### src/logic/cdec_pkg.sv
package cdec_pkg;
  // ----------------------------------------------------------------
  // register indices (byte address is four times the index)
  // ----------------------------------------------------------------
  localparam logic [11:0] IDX_LOW_FLAGS = 12'h788;
  localparam logic [11:0] IDX_UART_DISC = 12'h789;
  localparam logic [11:0] IDX_HIGH_DISC = 12'h78A;
  localparam logic [11:0] IDX_UART_VHI = 12'h78C;
  localparam logic [11:0] IDX_UART_VLO = 12'h78D;
  localparam logic [11:0] IDX_HIGH_VHI = 12'h78E;
  localparam logic [11:0] IDX_HIGH_VLO = 12'h78F;
  localparam logic [11:0] IDX_CTRL = 12'h7F0;
  localparam logic [11:0] IDX_IRQ_STAT = 12'h7F1;
  localparam logic [11:0] IDX_IRQ_MASK = 12'h7F2;
  localparam int ADDR_W = 16;
  localparam int DATA_W = 32;
  // ----------------------------------------------------------------
  // field positions
  // ----------------------------------------------------------------
  localparam int FLG_CRC = 0;
  localparam int FLG_UNEXP = 1;
  localparam int FLG_BYTE = 2;
  localparam int FLG_SOF = 3;
  localparam int FLG_FWD_BLOCKED = 4;
  localparam int FLG_ABANDON = 5;
  localparam int FLG_W = 6;
  localparam int IRQ_UART_DISC = 6;
  localparam int IRQ_HIGH_DISC = 7;
  localparam int CTRL_DIR_SEL = 0;
  // ----------------------------------------------------------------
  // reset values, limits, responses
  // ----------------------------------------------------------------
  localparam logic [7:0] RST_BYTE = 8'h00;
  localparam logic [15:0] RST_WORD = 16'h0000;
  localparam logic [7:0] DISC_MAX = 8'hFF;
  localparam logic [15:0] VALID_MAX = 16'hFFFF;
  localparam logic [1:0] RESP_OKAY = 2'h0;
  localparam logic [1:0] RESP_DECERR = 2'h3;
endpackage : cdec_pkg

### src/logic/cdec_frame_tally.sv
`timescale 1ns/100ps
module cdec_frame_tally (
  input wire logic clk_in,
  input wire logic rst_b_in,
  input wire logic ce_in,
  input wire logic discard_in,
  input wire logic valid_in,
  input wire logic snap_in,
  output logic [7:0] disc_live_out,
  output logic [7:0] disc_snap_out,
  output logic [15:0] valid_snap_out
);
  import cdec_pkg::*;

  typedef struct packed {
    logic [7:0] disc_live;
    logic [15:0] valid_live;
    logic [7:0] disc_snap;
    logic [15:0] valid_snap;
  } cdec_tally_t;

  cdec_tally_t st;
  cdec_tally_t next_st;

  always_comb begin
    next_st = st;
    if (ce_in) begin
      if (snap_in) begin
        next_st.disc_snap = st.disc_live; // RULE10
        next_st.valid_snap = st.valid_live; // RULE13
        next_st.disc_live = {7'h00, discard_in};
        next_st.valid_live = {15'h0000, valid_in};
      end else begin
        if (discard_in && st.disc_live != DISC_MAX) begin
          next_st.disc_live = st.disc_live + 8'h01; // RULE14
        end
        if (valid_in && st.valid_live != VALID_MAX) begin
          next_st.valid_live = st.valid_live + 16'h0001; // RULE13
        end
      end
    end
  end

  always_ff @(posedge clk_in) begin
    if (!rst_b_in) begin
      st <= '{RST_BYTE, RST_WORD, RST_BYTE, RST_WORD};
    end else begin
      st <= next_st;
    end
  end

  assign disc_live_out = st.disc_live;
  assign disc_snap_out = st.disc_snap;
  assign valid_snap_out = st.valid_snap;
endmodule : cdec_frame_tally

### src/logic/cdec_resp_checker.sv
`timescale 1ns/100ps
module cdec_resp_checker (
  input wire logic clk_in,
  input wire logic rst_b_in,
  input wire logic ce_in,
  input wire logic dir_sel_in,
  input wire logic done_in,
  input wire logic sof_err_in,
  input wire logic byte_err_in,
  input wire logic crc_byte_err_in,
  input wire logic crc_fail_in,
  input wire logic tx_disabled_in,
  input wire logic abandon_in,
  output logic [cdec_pkg::FLG_W-1:0] set_out,
  output logic blocked_out
);
  import cdec_pkg::*;

  typedef struct packed {
    logic [FLG_W-1:0] set;
    logic blocked;
  } cdec_chk_t;

  cdec_chk_t st;
  cdec_chk_t next_st;

  always_comb begin
    next_st = st;
    if (ce_in) begin
      next_st.set = '0;
      next_st.blocked = 1'b0;
      next_st.set[FLG_ABANDON] = abandon_in;
      if (done_in) begin
        if (crc_fail_in || crc_byte_err_in) begin
          // discarded on checksum: other faults hidden except abandon and a byte fault on the checksum byte
          next_st.set[FLG_CRC] = 1'b1; // RULE6 RULE7
          next_st.set[FLG_BYTE] = crc_byte_err_in; // RULE8
        end else if (!dir_sel_in) begin
          next_st.set[FLG_UNEXP] = 1'b1; // RULE5
        end else begin
          next_st.set[FLG_FWD_BLOCKED] = tx_disabled_in; // RULE1
          next_st.blocked = tx_disabled_in; // RULE2
          next_st.set[FLG_SOF] = sof_err_in; // RULE3
          next_st.set[FLG_BYTE] = byte_err_in; // RULE4
        end
      end
    end
  end

  always_ff @(posedge clk_in) begin
    if (!rst_b_in) begin
      st <= '0;
    end else begin
      st <= next_st;
    end
  end

  assign set_out = st.set;
  assign blocked_out = st.blocked;
endmodule : cdec_resp_checker

### src/logic/cdec_top.sv
// Operation
// [RULE1] With direction select 1, a response that cannot be forwarded because the transmitter is off sets the forward-blocked flag.
// [RULE2] Such a blocked response counts as a discarded frame of the low-side port.
// [RULE3] With direction select 1, a frame with the start bit that is not the expected initialisation frame sets the start error flag.
// [RULE4] With direction select 1, a byte error in a response, other than in the initialisation byte, sets the byte fault flag.
// [RULE5] With direction select 0, a response arriving on the low-side port sets the unexpected-response flag.
// [RULE6] A checksum mismatch that discards a low-side response sets the checksum fault flag.
// [RULE7] A checksum-discarded response reports the checksum fault and hides most other faults.
// [RULE8] A byte error on the final checksum byte sets both the checksum and byte fault flags.
// [RULE9] An 8-bit read-only counter of discarded host serial frames resets to zero.
// [RULE10] Reading the host serial discard count snapshots its discard and valid counts and clears the live ones.
// [RULE11] An 8-bit read-only counter of discarded high-side frames resets to zero.
// [RULE12] Reading the high-side discard count snapshots its discard and valid counts and clears the live ones.
// [RULE13] Each valid-frame count is 16 bits in two bytes and saturates at all ones.
// [RULE14] Discard counts saturate at their maximum instead of wrapping.
`timescale 1ns/100ps
module cdec_top (
  input wire logic CLK_SYS_IN,
  input wire logic RST_B_IN,
  input wire logic CE_IN,
  // ----------------------------------------------------------------
  // register bus
  // ----------------------------------------------------------------
  input wire logic AXI_AWVALID_IN,
  input wire logic [cdec_pkg::ADDR_W-1:0] AXI_AWADDR_IN,
  output logic AXI_AWREADY_OUT,
  input wire logic AXI_WVALID_IN,
  input wire logic [cdec_pkg::DATA_W-1:0] AXI_WDATA_IN,
  input wire logic [3:0] AXI_WSTRB_IN,
  output logic AXI_WREADY_OUT,
  output logic AXI_BVALID_OUT,
  output logic [1:0] AXI_BRESP_OUT,
  input wire logic AXI_BREADY_IN,
  input wire logic AXI_ARVALID_IN,
  input wire logic [cdec_pkg::ADDR_W-1:0] AXI_ARADDR_IN,
  output logic AXI_ARREADY_OUT,
  output logic AXI_RVALID_OUT,
  output logic [cdec_pkg::DATA_W-1:0] AXI_RDATA_OUT,
  output logic [1:0] AXI_RRESP_OUT,
  input wire logic AXI_RREADY_IN,
  // ----------------------------------------------------------------
  // frame events from the link logic, and status outputs
  // ----------------------------------------------------------------
  input wire logic LOW_RESP_DONE_IN,
  input wire logic LOW_RESP_SOF_ERR_IN,
  input wire logic LOW_RESP_BYTE_ERR_IN,
  input wire logic LOW_RESP_CRC_BYTE_ERR_IN,
  input wire logic LOW_RESP_CRC_FAIL_IN,
  input wire logic TX_DISABLED_IN,
  input wire logic RESP_ABANDON_IN,
  input wire logic UART_DISCARD_IN,
  input wire logic UART_VALID_IN,
  input wire logic HIGH_DISCARD_IN,
  input wire logic HIGH_VALID_IN,
  output logic DIR_SEL_OUT,
  output logic LOW_DISCARD_OUT,
  output logic IRQ_OUT
);
  import cdec_pkg::*;

  typedef struct packed {
    logic aw_rdy;
    logic aw_seen;
    logic [ADDR_W-1:0] aw_addr;
    logic w_rdy;
    logic w_seen;
    logic [7:0] w_data;
    logic w_lane0;
    logic bvalid;
    logic [1:0] bresp;
    logic ar_rdy;
    logic rvalid;
    logic [7:0] rdata;
    logic [1:0] rresp;
    logic dir_sel;
    logic [7:0] flags;
    logic [7:0] irq_stat;
    logic [7:0] irq_mask;
    logic irq;
    logic low_discard;
  } cdec_top_state_t;

  cdec_top_state_t st;
  cdec_top_state_t next_st;

  logic [FLG_W-1:0] chk_set;
  logic chk_blocked;
  logic [7:0] uart_live;
  logic [7:0] uart_snap;
  logic [15:0] uart_valid;
  logic [7:0] high_live;
  logic [7:0] high_snap;
  logic [15:0] high_valid;
  logic ar_hs;
  logic [11:0] ar_idx;
  logic ar_ok;
  logic snap_uart;
  logic snap_high;

  // ----------------------------------------------------------------
  // low-side response checking and port counters
  // ----------------------------------------------------------------
  cdec_resp_checker u_checker (
    .clk_in(CLK_SYS_IN),
    .rst_b_in(RST_B_IN),
    .ce_in(CE_IN),
    .dir_sel_in(st.dir_sel),
    .done_in(LOW_RESP_DONE_IN),
    .sof_err_in(LOW_RESP_SOF_ERR_IN),
    .byte_err_in(LOW_RESP_BYTE_ERR_IN),
    .crc_byte_err_in(LOW_RESP_CRC_BYTE_ERR_IN),
    .crc_fail_in(LOW_RESP_CRC_FAIL_IN),
    .tx_disabled_in(TX_DISABLED_IN),
    .abandon_in(RESP_ABANDON_IN),
    .set_out(chk_set),
    .blocked_out(chk_blocked)
  );

  cdec_frame_tally u_uart_tally (
    .clk_in(CLK_SYS_IN),
    .rst_b_in(RST_B_IN),
    .ce_in(CE_IN),
    .discard_in(UART_DISCARD_IN),
    .valid_in(UART_VALID_IN),
    .snap_in(snap_uart),
    .disc_live_out(uart_live),
    .disc_snap_out(uart_snap),
    .valid_snap_out(uart_valid)
  );

  cdec_frame_tally u_high_tally (
    .clk_in(CLK_SYS_IN),
    .rst_b_in(RST_B_IN),
    .ce_in(CE_IN),
    .discard_in(HIGH_DISCARD_IN),
    .valid_in(HIGH_VALID_IN),
    .snap_in(snap_high),
    .disc_live_out(high_live),
    .disc_snap_out(high_snap),
    .valid_snap_out(high_valid)
  );

  // ----------------------------------------------------------------
  // read address decode
  // ----------------------------------------------------------------
  assign ar_hs = CE_IN && st.ar_rdy && AXI_ARVALID_IN;
  assign ar_idx = AXI_ARADDR_IN[13:2];
  assign ar_ok = AXI_ARADDR_IN[ADDR_W-1:14] == 2'h0 && AXI_ARADDR_IN[1:0] == 2'h0;
  assign snap_uart = ar_hs && ar_ok && ar_idx == IDX_UART_DISC; // RULE10
  assign snap_high = ar_hs && ar_ok && ar_idx == IDX_HIGH_DISC; // RULE12

  // ----------------------------------------------------------------
  // next state
  // ----------------------------------------------------------------
  always_comb begin
    logic [7:0] flag_clr;
    logic [7:0] stat_clr;
    logic [11:0] w_idx;
    logic w_ok;
    flag_clr = 8'h00;
    stat_clr = 8'h00;
    w_idx = st.aw_addr[13:2];
    w_ok = st.aw_addr[ADDR_W-1:14] == 2'h0 && st.aw_addr[1:0] == 2'h0;
    next_st = st;
    if (CE_IN) begin
      // write channel capture, either order
      if (st.aw_rdy && AXI_AWVALID_IN) begin
        next_st.aw_seen = 1'b1;
        next_st.aw_addr = AXI_AWADDR_IN;
      end
      if (st.w_rdy && AXI_WVALID_IN) begin
        next_st.w_seen = 1'b1;
        next_st.w_data = AXI_WDATA_IN[7:0];
        next_st.w_lane0 = AXI_WSTRB_IN[0];
      end
      if (st.bvalid && AXI_BREADY_IN) begin
        next_st.bvalid = 1'b0;
      end
      if (st.aw_seen && st.w_seen && !st.bvalid) begin
        next_st.aw_seen = 1'b0;
        next_st.w_seen = 1'b0;
        next_st.bvalid = 1'b1;
        next_st.bresp = RESP_OKAY;
        if (!w_ok) begin
          next_st.bresp = RESP_DECERR;
        end else begin
          case (w_idx)
            IDX_CTRL: begin
              if (st.w_lane0) begin
                next_st.dir_sel = st.w_data[CTRL_DIR_SEL];
              end
            end
            IDX_IRQ_MASK: begin
              if (st.w_lane0) begin
                next_st.irq_mask = st.w_data;
              end
            end
            IDX_LOW_FLAGS, IDX_UART_DISC, IDX_HIGH_DISC, IDX_UART_VHI, IDX_UART_VLO,
            IDX_HIGH_VHI, IDX_HIGH_VLO, IDX_IRQ_STAT: begin
              next_st.bresp = RESP_OKAY;
            end
            default: begin
              next_st.bresp = RESP_DECERR;
            end
          endcase
        end
      end
      // read channel
      if (st.rvalid && AXI_RREADY_IN) begin
        next_st.rvalid = 1'b0;
      end
      if (ar_hs) begin
        next_st.rvalid = 1'b1;
        next_st.rresp = RESP_OKAY;
        next_st.rdata = 8'h00;
        if (!ar_ok) begin
          next_st.rresp = RESP_DECERR;
        end else begin
          case (ar_idx)
            IDX_LOW_FLAGS: begin
              next_st.rdata = st.flags;
              flag_clr = 8'hFF;
            end
            IDX_UART_DISC: next_st.rdata = uart_live; // RULE9
            IDX_HIGH_DISC: next_st.rdata = high_live; // RULE11
            IDX_UART_VHI: next_st.rdata = uart_valid[15:8]; // RULE13
            IDX_UART_VLO: next_st.rdata = uart_valid[7:0];
            IDX_HIGH_VHI: next_st.rdata = high_valid[15:8];
            IDX_HIGH_VLO: next_st.rdata = high_valid[7:0];
            IDX_CTRL: next_st.rdata = {7'h00, st.dir_sel};
            IDX_IRQ_STAT: begin
              next_st.rdata = st.irq_stat;
              stat_clr = 8'hFF;
            end
            IDX_IRQ_MASK: next_st.rdata = st.irq_mask;
            default: next_st.rresp = RESP_DECERR;
          endcase
        end
      end
      // sticky flags: a set in the clearing cycle survives
      next_st.flags = (st.flags & ~flag_clr) | {2'b00, chk_set}; // RULE1 RULE6
      next_st.irq_stat = (st.irq_stat & ~stat_clr)
        | {HIGH_DISCARD_IN, UART_DISCARD_IN, chk_set};
      next_st.irq = |(next_st.irq_stat & next_st.irq_mask);
      next_st.low_discard = chk_blocked; // RULE2
      next_st.aw_rdy = !next_st.aw_seen && !next_st.bvalid;
      next_st.w_rdy = !next_st.w_seen && !next_st.bvalid;
      next_st.ar_rdy = !next_st.rvalid;
    end
  end

  always_ff @(posedge CLK_SYS_IN) begin
    if (!RST_B_IN) begin
      st <= '0;
    end else begin
      st <= next_st;
    end
  end

  // ----------------------------------------------------------------
  // outputs
  // ----------------------------------------------------------------
  assign AXI_AWREADY_OUT = st.aw_rdy;
  assign AXI_WREADY_OUT = st.w_rdy;
  assign AXI_BVALID_OUT = st.bvalid;
  assign AXI_BRESP_OUT = st.bresp;
  assign AXI_ARREADY_OUT = st.ar_rdy;
  assign AXI_RVALID_OUT = st.rvalid;
  assign AXI_RDATA_OUT = {24'h000000, st.rdata};
  assign AXI_RRESP_OUT = st.rresp;
  assign DIR_SEL_OUT = st.dir_sel;
  assign LOW_DISCARD_OUT = st.low_discard;
  assign IRQ_OUT = st.irq;
endmodule : cdec_top

### config.mk
export PLATFORM = sky130hd
export DESIGN_NAME = cdec_top
export DESIGN_NICKNAME = d
export VERILOG_FILES = /design/src/logic/cdec_pkg.sv /design/src/logic/cdec_frame_tally.sv /design/src/logic/cdec_resp_checker.sv /design/src/logic/cdec_top.sv
export SDC_FILE = /design/constraint.sdc
export NUM_CORES = 1
export LEC_CHECK = 0
export BUFFER_PORTS_ARGS = -buffer_cell sky130_fd_sc_hd__buf_2
export CAP_MARGIN = 25
export CORE_ASPECT_RATIO = 0.8
export CORE_MARGIN = 2
export CORE_UTILIZATION = 45
export CTS_CLUSTER_SIZE = 24
export DETAILED_ROUTE_END_ITERATION = 16
export GPL_TIMING_DRIVEN = 0
export PLACE_DENSITY = 0.65
export SLEW_MARGIN = 20
export SYNTH_ARGS = -nofsm -noshare
export SYNTH_HDL_FRONTEND = slang
export SYNTH_HIERARCHICAL = 1
export SYNTH_SLANG_ARGS = --single-unit
### constraint.sdc
create_clock -name CLK_SYS_IN -period 3.55 [get_ports CLK_SYS_IN]
set_input_delay 0.355 -clock CLK_SYS_IN [delete_from_list [all_inputs] [get_ports CLK_SYS_IN]]
set_output_delay 0.355 -clock CLK_SYS_IN [all_outputs]
set_load 0.02 [all_outputs]
==> reports/qor.yml <==
run_status:
  status: "finished, final reports clean"
floorplanning:
  core.rowCount: 44
  io_pins: 131
  die_area_sq_um: 20000
  die_w_um: 158
  core-area_sq_um: 18300
  start_util: 0.464
  die_y_um: 127
logic_synthesis:
  synthCells: 1056
  avgSynthCellArea_sq_um: 8.06
  yosysWarnings: 6
  syn_area_sq_um: 8510
cells_and_area:
  fin_nets: 1268
  n_antenna_cell: 0
  syn_to_final_growth_pct: 16.1
  layout_commonest_cell: "nand2_1"
  drive_gt1_frac: 0.197
  layout_common_cells: "nand2_1, dfxtp_1, nand3_1"
grt:
  grt_antenna_before_repair: 0
  grt_usage: 0.227
  grt_pass1_wl_um: 36000
  gr-total-overflow: 0
  grt_max_degree: 17
  grt_pass1_vias: 6765
placed_design:
  dp.final_hpwl_um: 17200
  numPortBuffers: 79
  globalplace.congestion: 0.907
worst_setup_path:
  rr_startpoint: "st[66]$_SDFFE_PN0P_"
  slowest_delay_ps: 440
  crit_path_frequent_cell: "clkbuf_1"
  start_kind: "primary input"
  r2r_end: "IRQ_OUT$_SDFFE_PN0P_"
  worstRegToRegCells: 7
  worstSetupEndpoint: "u_high_tally/st[26]$_SDFFE_PN0P_"
  path_max_fanout: 10
  setup.worst_path.start: "AXI_ARADDR_IN[7]"
  critPathCaptureType: "flop"
  crit_chain: "buf_2 > nor3_1 > and4b_1 > clkbuf_1 > clkbuf_1 > nand2_1 > nor2_1 > buf_2 > nand2b_1 > clkbuf_1 > nor2_1 > nand2_1 > a2bb2o_1"
  arrival_ps: 3440
  ff2ff_setup_slack_ps: 940
  cp.required_ps: 3870
  critPathSlowestCell: "clkbuf_1"
  critPathKind: "primary input to flop"
pwr:
  ir_drop_uv: 304
  p_total_mw: 3.85
  power_density_nw_per_um2: 390
  p_leak_nw: 3.82
timing:
  finalHoldViolCount: 0
  clock_skew_ps: 11.1
  whs_ps: 174
  worst_pin_slew_ps: 965
  slew_headroom: 0.351
  timing.final.crit_share: 0.881
  min_period_ps: 3130
  clock.fmax_mhz: 320
  final_max_slew_viol_count: 0
  setup-tns-final_ps: 0
  rsz0062_at_grt: "false"
  finalSetupViolations: 0
clock_tree:
  htreeDepth: 4
  clock_path_buffers: 2
  tritoncts: "yes"
  holdBufCountCts: 0
  cts_setup_buffers: 0
  cts_buffers: 17
  root_buffer: "clkbuf_16"
  clk_pin_slew_worst_paths_ps: 60
  post_cts_resized: 0
  clk_latency_ps: 430
  clock_sinks: 155
routing:
  ant_nets: 0
  num_vias: 7783
  wl_um: 22600
  post_drt_wl_per_cell_um: 15.7
  drt_iter0_markers: 622
  drc: 0
  via_per_inst: 5.39
  dr.pass1.iters: 5
flow_run:
  maxCapViolCount: 0
hold_path:
  hp-class: "primary input to flop"
## where the power goes
group | total [mW] | switching, mW | internal (mW) | leakage, nW
sequential | 1.79 | 0.0242 | 1.76 | 1.25
clock | 1.79 | 0.755 | 1.04 | 0.265
combinational | 0.274 | 0.159 | 0.115 | 2.30
total | 3.85 | 0.939 | 2.91 | 3.82
## layout make-up
cell class / instances / area [sq um]
inverter: 13 / 48.8
fill: 1799 / 8450
timing repair buffer: 79 / 395
sequential: 155 / 3100
tap: 253 / 317
clock buffer: 18 / 429
buffer: 153 / 993
multi-input combinational: 758 / 4450
clock inverter: 14 / 146
## worst min path at each step
stage,startpoint,endpoint,slack [ps],depth (start not counted)
2_1_floorplan,AXI_RDATA_OUT[6]$_SDFFE_PN0P_,AXI_RDATA_OUT[6]$_SDFFE_PN0P_,430,2
3_3_place_gp,AXI_RDATA_OUT[6]$_SDFFE_PN0P_,AXI_RDATA_OUT[6]$_SDFFE_PN0P_,440,2
3_5_place_dp,AXI_RDATA_OUT[6]$_SDFFE_PN0P_,AXI_RDATA_OUT[6]$_SDFFE_PN0P_,450,2
4_1_cts,AXI_AWADDR_IN[12],st[65]$_SDFFE_PN0P_,160,3
5_1_grt,AXI_AWADDR_IN[3],st[56]$_SDFFE_PN0P_,170,3
6_report,AXI_AWADDR_IN[14],st[67]$_SDFFE_PN0P_,170,3
## routing by layer
layer / part of all wire / global-route usage / vias to the layer above
li1: - / - / 3893
met1: 0.50 / 0.354 / 3621
met2: 0.42 / 0.316 / 256
met3: 0.076 / 0.0465 / 13
met4: 0.0064 / 0.0556 / 0
met5: 0 / 0 / -
## registers in the layout, summed over array words and instances, names as in the netlist, 5 cells and up
name,count
st,51
u_high_tally/st,16
u_high_tally/valid_snap_out,16
u_uart_tally/st,16
u_uart_tally/valid_snap_out,16
AXI_RDATA_OUT,8
u_high_tally/disc_live_out,8
u_uart_tally/disc_live_out,8
u_checker/set_out,5
## stage by stage
step | area [sq um] | setup slack [ps] | utilization | cells
after floorplan | 8600 | 928 | - | 1079
after global placement | 9310 | 81.0 | 0.508 | 1411
after detailed placement | 9310 | 71.9 | 0.508 | 1411
after CTS | 9880 | 509 | 0.539 | 1443
after global routing | 9880 | 175 | 0.539 | 1443
final | 9880 | 423 | 0.539 | 1443
## critical path: cells and delay by family
| family | cells | cell delay (ps) |
|---|---|---|
| buf+inv | 5 | 1460 |
| simple gates | 7 | 1330 |
| compound gates | 1 | 310 |
No activity file was read; power rests on OpenSTA's default activity.
